--- src/hw/aotc_regs.svh ---
`ifndef AOTC_REGS_SVH
`define AOTC_REGS_SVH
`define AOTC_ADDR_CHIDX 13'h0005
`define AOTC_ADDR_TEST 13'h000D
`define AOTC_ADDR_BUILTIN_SELFTEST 13'h000E
`define AOTC_ADDR_OFS 13'h0010
`define AOTC_ADDR_OUTM 13'h0014
`define AOTC_ADDR_DRIVE 13'h0015
`define AOTC_ADDR_PHASE 13'h0016
`define AOTC_ADDR_DELAY 13'h0017
`define AOTC_ADDR_XFER 13'h00FF
`define AOTC_RST_CHIDX 8'h03
`define AOTC_RST_TEST 8'h00
`define AOTC_RST_BUILTIN_SELFTEST 8'h00
`define AOTC_RST_OFS 8'h00
`define AOTC_RST_OUTM 8'h05
`define AOTC_RST_DRIVE 8'h01
`define AOTC_RST_PHASE 8'h00
`define AOTC_RST_DELAY 8'h00
`define AOTC_MSK_CHIDX 8'h03
`define AOTC_MSK_TEST 8'hBF
`define AOTC_MSK_BUILTIN_SELFTEST 8'h05
`define AOTC_MSK_OFS 8'h3F
`define AOTC_MSK_OUTM 8'h17
`define AOTC_MSK_DRIVE 8'h0F
`define AOTC_MSK_PHASE 8'h80
`define AOTC_MSK_DELAY 8'h9F
`define AOTC_TM_SINGLE 7
`define AOTC_TM_RST_LONG 5
`define AOTC_TM_RST_SHORT 4
`define AOTC_BUILTIN_SELFTEST_EN 0
`define AOTC_BUILTIN_SELFTEST_RST 2
`define AOTC_OM_OEB 4
`define AOTC_OM_POL 2
`define AOTC_PH_INV 7
`define AOTC_DL_EN 7
`define AOTC_XFER_BIT 0
`define AOTC_DLY_SPAN_PS 3100
`define AOTC_DLY_BASE_PS 100
`define AOTC_DLY_STEPS 31
`define AOTC_PNL_SEED 23'h7FFFFF
`define AOTC_PNS_SEED 9'h1FF
`define AOTC_MISR_SEED 16'hFFFF
`define AOTC_SPI_INSTR_LAST 5'h0F
`define AOTC_SPI_DATA_LAST 5'h07
`endif

--- src/hw/aotc_pkg.sv ---
package aotc_pkg;
   typedef enum logic [3:0] {
      AOTC_TP_OFF = 4'b0000,
      AOTC_TP_MID = 4'b0001,
      AOTC_TP_PFS = 4'b0010,
      AOTC_TP_NFS = 4'b0011,
      AOTC_TP_ALT = 4'b0100,
      AOTC_TP_PNL = 4'b0101,
      AOTC_TP_PNS = 4'b0110,
      AOTC_TP_TOG = 4'b0111,
      AOTC_TP_USER = 4'b1000
   } aotc_tp_e;
   typedef enum logic [2:0] {
      AOTC_SPI_IDLE = 3'b000,
      AOTC_SPI_INSTR = 3'b001,
      AOTC_SPI_WDATA = 3'b010,
      AOTC_SPI_RLOAD = 3'b011,
      AOTC_SPI_RDATA = 3'b100,
      AOTC_SPI_DONE = 3'b101
   } aotc_spi_e;
   typedef struct packed {
      logic [7:0] test;
      logic [7:0] builtin_selftest;
      logic [7:0] ofs;
      logic [7:0] outm;
   } aotc_chcfg_s;
   typedef struct packed {
      logic [7:0] drive;
      logic [7:0] phase;
      logic [7:0] delay;
   } aotc_glcfg_s;
   typedef struct packed {
      logic [15:0] p1;
      logic [15:0] p2;
      logic [15:0] p3;
   } aotc_upat_s;
endpackage

--- src/hw/aotc_spi.sv ---
`timescale 1ns/1ps
`include "aotc_regs.svh"
module aotc_spi (
   input wire logic clk_sys,
   input wire logic resetn,
   input wire logic sclk,
   input wire logic csb,
   input wire logic sdio_i,
   output logic sdio_o,
   output logic sdio_oe,
   output logic wr_stb,
   output logic [12:0] addr,
   output logic [7:0] wdata,
   input wire logic [7:0] rdata
);
   aotc_pkg::aotc_spi_e st_r;
   logic sclk_q;
   logic [4:0] cnt_r;
   logic [15:0] sh_r;
   logic [7:0] obuf_r;
   wire rise = sclk & ~sclk_q;
   wire fall = ~sclk & sclk_q;
   wire [15:0] sh_in = {sh_r[14:0], sdio_i};
   wire [4:0] cnt_inc = cnt_r + 5'h01;

   // The serial clock is sampled by clk_sys, so it must stay well below a quarter of 25 MHz.
   always_ff @(posedge clk_sys) begin
      if (!resetn) begin
         st_r <= aotc_pkg::AOTC_SPI_IDLE;
         sclk_q <= 1'b0;
         cnt_r <= 5'h00;
         sh_r <= 16'h0000;
         obuf_r <= 8'h00;
         sdio_o <= 1'b0;
         sdio_oe <= 1'b0;
         wr_stb <= 1'b0;
         addr <= 13'h0000;
         wdata <= 8'h00;
      end else begin
         sclk_q <= sclk;
         wr_stb <= 1'b0;
         if (csb) begin
            st_r <= aotc_pkg::AOTC_SPI_IDLE;
            cnt_r <= 5'h00;
            sdio_oe <= 1'b0;
         end else begin
            case (st_r)
               aotc_pkg::AOTC_SPI_IDLE: st_r <= aotc_pkg::AOTC_SPI_INSTR;
               aotc_pkg::AOTC_SPI_INSTR: if (rise) begin
                  sh_r <= sh_in;
                  cnt_r <= cnt_inc;
                  if (cnt_r == `AOTC_SPI_INSTR_LAST) begin
                     addr <= sh_in[12:0];
                     cnt_r <= 5'h00;
                     st_r <= sh_in[15] ? aotc_pkg::AOTC_SPI_RLOAD : aotc_pkg::AOTC_SPI_WDATA;
                  end
               end
               aotc_pkg::AOTC_SPI_WDATA: if (rise) begin
                  sh_r <= sh_in;
                  cnt_r <= cnt_inc;
                  if (cnt_r == `AOTC_SPI_DATA_LAST) begin
                     wdata <= sh_in[7:0];
                     wr_stb <= 1'b1;
                     st_r <= aotc_pkg::AOTC_SPI_DONE;
                  end
               end
               aotc_pkg::AOTC_SPI_RLOAD: begin
                  obuf_r <= rdata;
                  st_r <= aotc_pkg::AOTC_SPI_RDATA;
               end
               aotc_pkg::AOTC_SPI_RDATA: if (fall) begin
                  sdio_o <= obuf_r[7];
                  obuf_r <= {obuf_r[6:0], 1'b0};
                  sdio_oe <= 1'b1;
                  cnt_r <= cnt_inc;
                  if (cnt_r == `AOTC_SPI_DATA_LAST) begin
                     st_r <= aotc_pkg::AOTC_SPI_DONE;
                  end
               end
               aotc_pkg::AOTC_SPI_DONE: st_r <= aotc_pkg::AOTC_SPI_DONE;
               default: st_r <= aotc_pkg::AOTC_SPI_IDLE;
            endcase
         end
      end
   end
endmodule

--- src/hw/aotc_top.sv ---
`timescale 1ns/1ps
`include "aotc_regs.svh"
// How it works
// - Nonzero pattern select replaces samples with test data.
// - Pattern codes: off, midscale, fullscale, alternating, PN, toggle, user.
// - User mode top bit: repeat, or once then zeros.
// - Reset bits hold long and short generators.
// - Self-test runs when enabled, restarts on reset bit.
// - Signed offset trim added to each sample.
// - Format field: offset binary, twos complement, Gray.
// - Polarity bit zero inverts output data bits.
// - Bit four disables the channel outputs.
// - Drive code sets LVDS current, reset code one.
// - Top phase bit inverts data clock output.
// - Delay applied only while enable bit set.
// - Delay equals 3100ps times code over 31 plus 100ps.
// - Local writes reach only selected channels.
// - Writes staged except channel index; transfer bit makes them active.
module aotc_top #(
   parameter int DW = 14,
   parameter int NCH = 2
) (
   input wire logic clk_sys,
   input wire logic resetn,
   input wire logic spi_sclk,
   input wire logic spi_csb,
   input wire logic spi_sdio_i,
   output logic spi_sdio_o,
   output logic spi_sdio_oe,
   input wire logic samp_valid,
   input wire logic [NCH-1:0][DW-1:0] samp_data,
   input wire aotc_pkg::aotc_upat_s user_pat,
   output logic [NCH-1:0][DW-1:0] dout,
   output logic [NCH-1:0] dout_oe,
   output logic dout_valid,
   output logic [3:0] lvds_drive,
   output logic dco_invert,
   output logic [11:0] dco_delay_ps,
   output logic [NCH-1:0][15:0] builtin_selftest_sig
);
   if (NCH != 2 || DW < 8 || DW > 16 || (DW % 2) != 0) begin : g_bad
      $error("aotc_top: NCH must be 2 and DW even in 8..16");
   end

   function automatic logic [DW-1:0] sat_add(input logic [DW-1:0] s, input logic [5:0] o);
      logic signed [DW+1:0] sum;
      sum = $signed({2'b00, s}) + $signed({{(DW-4){o[5]}}, o});
      if (sum[DW+1]) begin
         return '0;
      end else if (sum[DW]) begin
         return '1;
      end
      return sum[DW-1:0];
   endfunction

   function automatic logic [DW-1:0] fmt_word(input logic [DW-1:0] b, input logic [7:0] m);
      logic [DW-1:0] w;
      case (m[1:0])
         2'b01: w = {~b[DW-1], b[DW-2:0]};
         2'b10: w = b ^ (b >> 1);
         default: w = b;
      endcase
      return m[`AOTC_OM_POL] ? w : ~w;
   endfunction

   function automatic logic [DW-1:0] test_word(input aotc_pkg::aotc_tp_e m, input logic [22:0] pl,
                                                input logic [8:0] ps, input logic t,
                                                input logic [DW-1:0] u);
      case (m)
         aotc_pkg::AOTC_TP_MID: test_word = {1'b1, {(DW-1){1'b0}}};
         aotc_pkg::AOTC_TP_PFS: test_word = '1;
         aotc_pkg::AOTC_TP_NFS: test_word = '0;
         aotc_pkg::AOTC_TP_ALT: test_word = t ? {(DW/2){2'b10}} : {(DW/2){2'b01}};
         aotc_pkg::AOTC_TP_PNL: test_word = pl[DW-1:0];
         aotc_pkg::AOTC_TP_PNS: test_word = DW'(ps);
         aotc_pkg::AOTC_TP_TOG: test_word = {DW{t}};
         aotc_pkg::AOTC_TP_USER: test_word = u;
         default: test_word = '0;
      endcase
   endfunction

   function automatic logic [11:0] dly_ps(input logic [4:0] code);
      return 12'((`AOTC_DLY_SPAN_PS * int'(code)) / `AOTC_DLY_STEPS + `AOTC_DLY_BASE_PS);
   endfunction

   logic wr_stb;
   logic [12:0] addr;
   logic [7:0] wdata;
   logic [7:0] rdata;
   logic [7:0] chidx_r;
   aotc_pkg::aotc_chcfg_s ch_sh_r [NCH];
   aotc_pkg::aotc_chcfg_s ch_act_r [NCH];
   aotc_pkg::aotc_glcfg_s gl_sh_r;
   aotc_pkg::aotc_glcfg_s gl_act_r;

   aotc_spi u_spi (
      .clk_sys(clk_sys),
      .resetn(resetn),
      .sclk(spi_sclk),
      .csb(spi_csb),
      .sdio_i(spi_sdio_i),
      .sdio_o(spi_sdio_o),
      .sdio_oe(spi_sdio_oe),
      .wr_stb(wr_stb),
      .addr(addr),
      .wdata(wdata),
      .rdata(rdata)
   );

   wire xfer = wr_stb && addr == `AOTC_ADDR_XFER && wdata[`AOTC_XFER_BIT];
   wire aotc_pkg::aotc_chcfg_s rd_sel = chidx_r[0] ? ch_sh_r[0] : ch_sh_r[NCH-1];
   // Reads show the staged copy; the transfer register always reads zero.
   assign rdata = (addr == `AOTC_ADDR_CHIDX) ? chidx_r :
                  (addr == `AOTC_ADDR_TEST) ? rd_sel.test :
                  (addr == `AOTC_ADDR_BUILTIN_SELFTEST) ? rd_sel.builtin_selftest :
                  (addr == `AOTC_ADDR_OFS) ? rd_sel.ofs :
                  (addr == `AOTC_ADDR_OUTM) ? rd_sel.outm :
                  (addr == `AOTC_ADDR_DRIVE) ? gl_sh_r.drive :
                  (addr == `AOTC_ADDR_PHASE) ? gl_sh_r.phase :
                  (addr == `AOTC_ADDR_DELAY) ? gl_sh_r.delay : 8'h00;

   always_ff @(posedge clk_sys) begin
      if (!resetn) begin
         chidx_r <= `AOTC_RST_CHIDX;
         gl_sh_r <= {`AOTC_RST_DRIVE, `AOTC_RST_PHASE, `AOTC_RST_DELAY};
         gl_act_r <= {`AOTC_RST_DRIVE, `AOTC_RST_PHASE, `AOTC_RST_DELAY};
         for (int i = 0; i < NCH; i++) begin
            ch_sh_r[i] <= {`AOTC_RST_TEST, `AOTC_RST_BUILTIN_SELFTEST, `AOTC_RST_OFS, `AOTC_RST_OUTM};
            ch_act_r[i] <= {`AOTC_RST_TEST, `AOTC_RST_BUILTIN_SELFTEST, `AOTC_RST_OFS, `AOTC_RST_OUTM};
         end
      end else begin
         if (wr_stb) begin
            case (addr) // Open bits are masked off on every write.
               `AOTC_ADDR_CHIDX: chidx_r <= wdata & `AOTC_MSK_CHIDX;
               `AOTC_ADDR_DRIVE: gl_sh_r.drive <= wdata & `AOTC_MSK_DRIVE;
               `AOTC_ADDR_PHASE: gl_sh_r.phase <= wdata & `AOTC_MSK_PHASE;
               `AOTC_ADDR_DELAY: gl_sh_r.delay <= wdata & `AOTC_MSK_DELAY;
               default: chidx_r <= chidx_r;
            endcase
         end
         for (int i = 0; i < NCH; i++) begin
            if (wr_stb && chidx_r[i]) begin
               case (addr)
                  `AOTC_ADDR_TEST: ch_sh_r[i].test <= wdata & `AOTC_MSK_TEST;
                  `AOTC_ADDR_BUILTIN_SELFTEST: ch_sh_r[i].builtin_selftest <= wdata & `AOTC_MSK_BUILTIN_SELFTEST;
                  `AOTC_ADDR_OFS: ch_sh_r[i].ofs <= wdata & `AOTC_MSK_OFS;
                  `AOTC_ADDR_OUTM: ch_sh_r[i].outm <= wdata & `AOTC_MSK_OUTM;
                  default: ch_sh_r[i] <= ch_sh_r[i];
               endcase
            end
            if (xfer) begin
               ch_act_r[i] <= ch_sh_r[i];
            end
         end
         if (xfer) begin
            gl_act_r <= gl_sh_r;
         end
      end
   end

   // Reserved drive codes are passed through unchanged; the host keeps clear of them.
   always_ff @(posedge clk_sys) begin
      if (!resetn) begin
         lvds_drive <= 4'h1;
         dco_invert <= 1'b0;
         dco_delay_ps <= 12'h000;
         dout_valid <= 1'b0;
      end else begin
         lvds_drive <= gl_act_r.drive[3:0];
         dco_invert <= gl_act_r.phase[`AOTC_PH_INV];
         dco_delay_ps <= gl_act_r.delay[`AOTC_DL_EN] ?
                         dly_ps(gl_act_r.delay[4:0]) : 12'h000;
         dout_valid <= samp_valid;
      end
   end

   for (genvar ch = 0; ch < NCH; ch++) begin : g_ch
      logic [22:0] pnl_r;
      logic [8:0] pns_r;
      logic tgl_r;
      logic [1:0] uidx_r;
      logic udone_r;
      logic [15:0] sig_r;
      wire aotc_pkg::aotc_chcfg_s cfg = ch_act_r[ch];
      wire aotc_pkg::aotc_tp_e mode = aotc_pkg::aotc_tp_e'(cfg.test[3:0]);
      wire [15:0] upsel = (uidx_r == 2'h0) ? user_pat.p1 :
                          (uidx_r == 2'h1) ? user_pat.p2 : user_pat.p3;
      wire [DW-1:0] upw = udone_r ? '0 : upsel[DW-1:0];
      wire [DW-1:0] tword = test_word(mode, pnl_r, pns_r, tgl_r, upw);
      wire [DW-1:0] base = sat_add(samp_data[ch], cfg.ofs[5:0]);
      wire [DW-1:0] sel = (mode != aotc_pkg::AOTC_TP_OFF) ? tword : base;
      wire [DW-1:0] word = fmt_word(sel, cfg.outm);
      wire oeb = cfg.outm[`AOTC_OM_OEB];
      wire user_m = mode == aotc_pkg::AOTC_TP_USER;

      always_ff @(posedge clk_sys) begin
         if (!resetn) begin
            pnl_r <= `AOTC_PNL_SEED;
            pns_r <= `AOTC_PNS_SEED;
            tgl_r <= 1'b0;
            uidx_r <= 2'h0;
            udone_r <= 1'b0;
            sig_r <= `AOTC_MISR_SEED;
            dout[ch] <= '0;
            dout_oe[ch] <= 1'b0;
         end else begin
            if (cfg.test[`AOTC_TM_RST_LONG]) begin
               pnl_r <= `AOTC_PNL_SEED;
            end else if (samp_valid) begin
               pnl_r <= {pnl_r[21:0], pnl_r[22] ^ pnl_r[17]};
            end
            if (cfg.test[`AOTC_TM_RST_SHORT]) begin
               pns_r <= `AOTC_PNS_SEED;
            end else if (samp_valid) begin
               pns_r <= {pns_r[7:0], pns_r[8] ^ pns_r[4]};
            end
            if (samp_valid) begin
               tgl_r <= ~tgl_r;
            end
            if (!user_m) begin
               uidx_r <= 2'h0;
               udone_r <= 1'b0;
            end else if (samp_valid) begin
               uidx_r <= (uidx_r == 2'h2) ? 2'h0 : uidx_r + 2'h1;
               if (uidx_r == 2'h2 && cfg.test[`AOTC_TM_SINGLE]) begin
                  udone_r <= 1'b1;
               end
            end
            // The signature folds in the formatted word, so it checks the path up to the output-disable gate, not dout itself.
            if (cfg.builtin_selftest[`AOTC_BUILTIN_SELFTEST_RST]) begin
               sig_r <= `AOTC_MISR_SEED;
            end else if (cfg.builtin_selftest[`AOTC_BUILTIN_SELFTEST_EN] && samp_valid) begin
               sig_r <= {sig_r[14:0], sig_r[15] ^ sig_r[4] ^ sig_r[2] ^ sig_r[1]} ^ 16'(word);
            end
            if (samp_valid) begin
               dout[ch] <= oeb ? '0 : word;
            end
            dout_oe[ch] <= ~oeb;
         end
      end
      assign builtin_selftest_sig[ch] = sig_r;

      wire plain = cfg.outm[4:0] == 5'h04;

   end
endmodule
--- config.mk ---
export PLATFORM = sky130hd
export DESIGN_NAME = aotc_top
export DESIGN_NICKNAME = d
export VERILOG_FILES = /design/src/hw/aotc_pkg.sv /design/src/hw/aotc_spi.sv /design/src/hw/aotc_top.sv
export VERILOG_INCLUDE_DIRS = /design/src /design/src/hw
export SDC_FILE = /design/constraint.sdc
export NUM_CORES = 1
export LEC_CHECK = 0
export BUFFER_PORTS_ARGS = -buffer_cell sky130_fd_sc_hd__buf_4
export CORE_MARGIN = 4
export CORE_UTILIZATION = 60
export CTS_CLUSTER_DIAMETER = 150
export DETAILED_ROUTE_END_ITERATION = 8
export PLACE_DENSITY = 0.9
export SETUP_SLACK_MARGIN = 0.3
export SYNTH_ARGS = -nofsm -noshare
export SYNTH_HDL_FRONTEND = slang
export SYNTH_SLANG_ARGS = --single-unit
--- constraint.sdc ---
create_clock -name clk_sys -period 9.46 [get_ports clk_sys]
set_clock_uncertainty 0.1 [all_clocks]
set_input_delay 1.892 -clock clk_sys [delete_from_list [all_inputs] [get_ports clk_sys]]
set_output_delay 1.892 -clock clk_sys [all_outputs]
set_load 0.03 [all_outputs]
==> results of run 1 <==
==> routing by layer <==
| metal | global-route usage [%] | vias up |
|---|---|---|
| li1 | - | 7920 |
| met1 | 35.6 | 7829 |
| met2 | 45.8 | 683 |
| met3 | 3.06 | 120 |
| met4 | 8.75 | 0 |
| met5 | 0 | - |
==> state kept, by name (all words and copies together), names as in the netlist, 8 cells and up <==
| name | count |
|---|---|
| gl_sh_r | 11 |
| ch_sh_r | 38 |
| g_ch.sig_r | 32 |
| dco_delay_ps | 12 |
| u_spi.sh_r | 15 |
| g_ch.pns_r | 18 |
| u_spi.obuf_r | 8 |
| dout | 28 |
| u_spi.addr | 13 |
| g_ch.pnl_r | 46 |
| ch_act_r | 38 |
| gl_act_r | 11 |
==> worst max path at each step <==
| stage | from | slack (ns) | cells after the start | endpoint |
|---|---|---|---|---|
| finish | gl_act_r[4] | 0.67 | 31 | dco_delay_ps[0] |
| global route | gl_act_r[4] | 0.28 | 31 | dco_delay_ps[0] |
| CTS | gl_act_r[3] | 0.38 | 32 | dco_delay_ps[0] |
| detailed placement | gl_act_r[3] | 0.41 | 32 | dco_delay_ps[0] |
| global placement | gl_act_r[3] | 0.62 | 32 | dco_delay_ps[0] |
| floorplan | gl_act_r[3] | 1.54 | 32 | dco_delay_ps[0] |
==> cells by family after synthesis <==
group	share of synthesized area, %
compound gates	19.2
xor+xnor	5.60
fa+ha+maj	4.92
buf+inv	3.64
flops	36.8
mux	9.55
simple gates	20.3
==> cell usage after synthesis, drive strengths merged (10+ instances only) <==
cell type,instances
o21ai,99
nor2b,13
inv,52
nand4,14
buf,25
xnor2,66
nor3,42
a211oi,14
nor2,249
edfxtp,76
a31oi,10
o21bai,16
and3,22
o2111a,11
dfxtp,231
mux2i,171
nand3,54
o2111ai,12
a222oi,10
xor2,54
nand2,248
or3,17
o211ai,52
ha,64
a21o,27
a22oi,39
a21oi,124
nand2b,27
or2,14
and2,53
clkbuf,97
==> power breakdown <==
group / leakage, nW / internal, W / switching, W
clock network: 0.526 / 0.000762 / 0.000524
registers: 2.58 / 0.00137 / 0.0000281
logic: 5.60 / 0.000149 / 0.000217
total: 8.71 / 0.00228 / 0.000769
==> area by class of cell <==
class                           count  area, um2
Timing Repair Buffer              179       1340
Tap cell                          396        495
Inverter                           53        200
Clock inverter                     19        226
Multi-Input combinational cell   1666      11300
Fill cell                        2286       9360
Clock buffer                       39        867
Sequential cell                   307       6910
==> through the flow <==
stage	hold slack, ns	cell area, um2
finish	0.348	21400
global route	0.385	21400
CTS	0.349	21100
detailed placement	0.342	20000
global placement	0.337	20000
floorplan	0.295	18800
==> critical path: cells and delay by family (launching register included) <==
family / cells / cell delay, ns
adder cells (fa/ha/maj): 5 / 1.63
flip-flops: 1 / 0.43
AO/OA/AOI/OAI: 11 / 2.55
AND/OR/NAND/NOR: 13 / 3.67
XOR/XNOR: 1 / 0.19
buffers and inverters: 1 / 0.07
==> timing repair <==
item,in CTS,in global routing
setup endpoints to repair,0,9
resized for setup,0,38
setup buffers,0,8
==> results.cfg, run 1 <==
[route]
drc = 0
drtPass1Iterations = 8
drt_iter0_markers = 1579
wl_met1_um = 20400
vias_per_cell = 6.22
top_layer = met4
wl_met3_um = 3200
route.met2.wl_um = 23200
wl_per_cell_um = 18.2
postRouteAntennaNets = 0
routed_wl_um = 48400
num_vias = 16552

[die]
initial_core_util_pct = 61.0
die_area_um2 = 34100
rows = 64
die_w_um = 185
core_area_um2 = 30700
fp.dieH_um = 185
ios = 164

[sta]
tightest_slew_ns = 1.25
hold_viol = 0
min_period_over_period_pct = 92.9
setup_viol = 0
final.min_clock_period_ns = 8.79
rsz0062_at_grt = no
finalSetupTns_ns = 0
final_max_slew_viol_count = 0
fmax_mhz = 114
maxSlewHeadroom_pct = 15.5
fin_ws_ns = 0.668

[placement]
gp_congestion = 0.953
post-dp-hpwl_um = 34900
portBuffers = 157
placedCellCount = 2593
post-place-ws_ns = 0.411

[logic_synthesis]
yosysTopAreaCell = dfxtp_1
yosys.area.top_type_share_pct = 24.7
async_reset_ff_share_pct = 0
seq_area_frac_synth_pct = 36.8
ys_warn_count = 0
synth.area.top_cells = dfxtp_1, edfxtp_1, mux2i_1, nor2_1, nand2_1
synth_ff_type = dfxtp_1
avgSynthCellArea_um2 = 8.73
synth_edf_count = 76
synth_seq_cells = 307
syn-num-nets = 2299
synth_cell_types = 109
syn_inst = 2148
netlist_area_um2 = 18800

[cells_and_area]
syn_to_final_growth_pct = 14.1
fin_nets = 2389
fin_cells = 2659
mostFrequentLayoutCell = nand2_1
drive_gt1_share_pct = 14.7
final_cell_mix = nand2_1, nor2_1, dfxtp_1
antenna_cells = 0
utilization_pct = 69.6

[run]
drv_cap = 0

[clock_tree]
cts_max_level = 1
clk_latency_ns = 0.57
cts-root-buf = clkbuf_16
cts_tree = yes
cts_inserted_buffers = 31
cts.reportedPaths.clkPinSlew_ns = 0.07
numClockSinks = 307
ctsHoldBuffers = 0
clk_path_buf_depth = 3

[critical_path]
rrSetupSlack_ns = 0.67
r2r-start = gl_act_r[4]
cp-end-kind = register
cpPeakStageDelay_ns = 0.58
path_max_fanout = 7
ff2ff_path_depth = 31
path_class = reg2reg
cpMaxStageDelayCell = or4_4
cpMostUsedCell = ha_1
rr_endpoint = dco_delay_ps[0]
worstPathRequired_ns = 9.81
startpoint_type = register
critPathArrivalTime_ns = 9.14

[power_and_ir_drop]
ir_worst_vdd_mv = 0.145
finalPower_w = 0.00305
p_per_area_nw_per_um2 = 143
power_leakage_nw = 8.71

[global_routing]
grt_util_all_layers_pct = 26.8
overflow = 0
grt_pass1_wl_um = 77400
antenna_found_initial = 0
grt_max_degree = 87
grt_pass1_vias = 15765

[min_path]
whs_endpoint = lvds_drive[0]
min_delay_path_depth = 1
min-delay-start = gl_act_r[16]
hold_class = reg2reg

[run_status]
status = completed
Note: power is estimated with default switching activity, not from simulation.
==> inputs of run 2 (changes only) <==
--- a/config.mk
+++ b/config.mk
@@ -6,7 +6,7 @@
 export SDC_FILE = /design/constraint.sdc
 export NUM_CORES = 1
 export LEC_CHECK = 0
-export BUFFER_PORTS_ARGS = -buffer_cell sky130_fd_sc_hd__buf_4
+export BUFFER_PORTS_ARGS = -buffer_cell sky130_fd_sc_hd__buf_2
 export CORE_MARGIN = 4
 export CORE_UTILIZATION = 60
 export CTS_CLUSTER_DIAMETER = 150
==> run 2 against run 1 <==
  * Routed wire length grew 0.16%
  * Clock power is essentially flat
  * Sequential share of layout area grew 0.53 points
  * First-iteration DRC count shrank 9.5%
  * Via count shrank 0.74%
  * Count of clock-buffer cells in the layout grew 6
  * Utilization shrank 1.1 points
  * Hold slack gained 0.0051 ns
  * Critical path type unchanged
  * Critical endpoint unchanged
==> results.cfg, run 2 (synthesis gave the netlist of run 1 again) <==
[critical_path]
rrSetupSlack_ns = 0.63
startpoint_type = register
ff2ff_path_depth = 32
path_class = reg2reg
rr_endpoint = dco_delay_ps[0]
r2r-start = gl_act_r[3]
cp-end-kind = register
cpMostUsedCell = ha_1
cpPeakStageDelay_ns = 0.46
cpMaxStageDelayCell = o32ai_4
path_max_fanout = 11
critPathArrivalTime_ns = 9.18
worstPathRequired_ns = 9.81

[run_status]
status = completed

[route]
vias_per_cell = 6.19
num_vias = 16429
drtPass1Iterations = 6
drc = 0
drt_iter0_markers = 1429
routed_wl_um = 48400
postRouteAntennaNets = 0
wl_per_cell_um = 18.2

[cells_and_area]
fill_cells = 2345
top_regs = g_ch.pnl_r: 46 flops, ch_act_r: 38 flops, ch_sh_r: 38 flops
top_register = g_ch.pnl_r
multi_input_area_um2 = 11400
regArea_um2 = 6910
syn_to_final_growth_pct = 12.3
mostFrequentLayoutCell = nand2_1
largest_reg_flops = 46
drive_gt1_share_pct = 15.0
final_cell_mix = nand2_1, nor2_1, dfxtp_1
fin_nets = 2386
antenna_cells = 0

[clock_tree]
cts_tree = yes
cts_max_level = 1
ctsHoldBuffers = 0
cts-root-buf = clkbuf_16
cts_inserted_buffers = 31
clk_path_buf_depth = 3
cts.reportedPaths.clkPinSlew_ns = 0.07
clk_latency_ns = 0.58
numClockSinks = 307

[die]
die_area_um2 = 34100
fp.dieH_um = 185
rows = 64
initial_core_util_pct = 61.0
core_area_um2 = 30700
ios = 164
die_w_um = 185

[global_routing]
grt_max_degree = 93
grt_util_all_layers_pct = 26.9
antenna_found_initial = 0
overflow = 0
grt_pass1_wl_um = 77500
grt_pass1_vias = 15484

[placement]
post-dp-hpwl_um = 34700
post-place-ws_ns = 0.357
gp_congestion = 0.961
portBuffers = 157

[power_and_ir_drop]
power_leakage_nw = 8.61
ir_worst_vdd_mv = 0.151
p_per_area_nw_per_um2 = 145

[min_path]
min-delay-start = gl_act_r[16]
min_delay_path_depth = 1
whs_endpoint = lvds_drive[0]
hold_class = reg2reg

[sta]
hold_viol = 0
rsz0062_at_grt = no
fin_ws_ns = 0.628
min_period_over_period_pct = 93.4
tightest_slew_ns = 1.22
final_max_slew_viol_count = 0
setup_viol = 0
final.min_clock_period_ns = 8.83
maxSlewHeadroom_pct = 18.3
finalSetupTns_ns = 0
fmax_mhz = 113

[run]
drv_cap = 0
run 2: power breakdown:
part	switching [W]	internal, W
clock network	0.000527	0.000780
logic	0.000216	0.000134
registers	0.0000278	0.00137
run 2: layout make-up:
class / count / share of cell area, %
flip-flops and latches: 307 / 32.8
clock buffers: 45 / 4.32
clock inverters: 13 / 0.903
inverters: 53 / 0.951
repair buffers: 176 / 4.42
multi-input cells: 1666 / 54.2
well taps: 396 / 2.35
run 2: worst max path at each step:
| stage | from | to | slack (ns) | depth (start not counted) |
|---|---|---|---|---|
| 2_1_floorplan | gl_act_r[3] | dco_delay_ps[0] | 1.54 | 32 |
| 3_5_place_dp | gl_act_r[3] | dco_delay_ps[0] | 0.36 | 32 |
| 6_report | gl_act_r[3] | dco_delay_ps[0] | 0.63 | 32 |
| 3_3_place_gp | gl_act_r[3] | dco_delay_ps[0] | 0.61 | 33 |
| 5_1_grt | gl_act_r[3] | dco_delay_ps[0] | 0.19 | 34 |
| 4_1_cts | gl_act_r[3] | dco_delay_ps[0] | 0.33 | 32 |
run 2: metrics by stage:
stage / cell area, um2 / utilization, % / hold slack, ns / cells / total power (W)
floorplan: 18800 / - / 0.295 / 2148 / 0.00167
global placement: 19600 / 63.9 / 0.332 / 2591 / 0.00176
finish: 21100 / 68.5 / 0.353 / 2656 / 0.00306
detailed placement: 19600 / 63.9 / 0.341 / 2591 / 0.00177
CTS: 20700 / 67.5 / 0.353 / 2649 / 0.00307
global route: 21100 / 68.5 / 0.379 / 2656 / 0.00316
run 2: routing by layer:
layer | share of wire, % | vias up | track usage [%]
met2 | 49 | 623 | 46.6
met5 | 0 | - | 0
li1 | - | 7914 | -
met4 | 2.3 | 0 | 6.40
met1 | 42 | 7806 | 35.9
met3 | 6.8 | 86 | 3.63
run 2: critical path, delay by kind of cell (launching register included):
family / cells / cell delay [ns]
muxes: 1 / 0.12
adders and majority gates: 5 / 1.75
buffers and inverters: 2 / 0.26
xor gates and xnor gates: 1 / 0.20
and+or+nand+nor: 8 / 2.51
DFF: 1 / 0.41
AOI/OAI and AO/OA: 15 / 3.37
run 2: what timing repair did:
action / 4_1_cts / 5_1_grt
gates resized for setup: 0 / 54
setup endpoints to repair: 0 / 9
setup buffers: 0 / 7
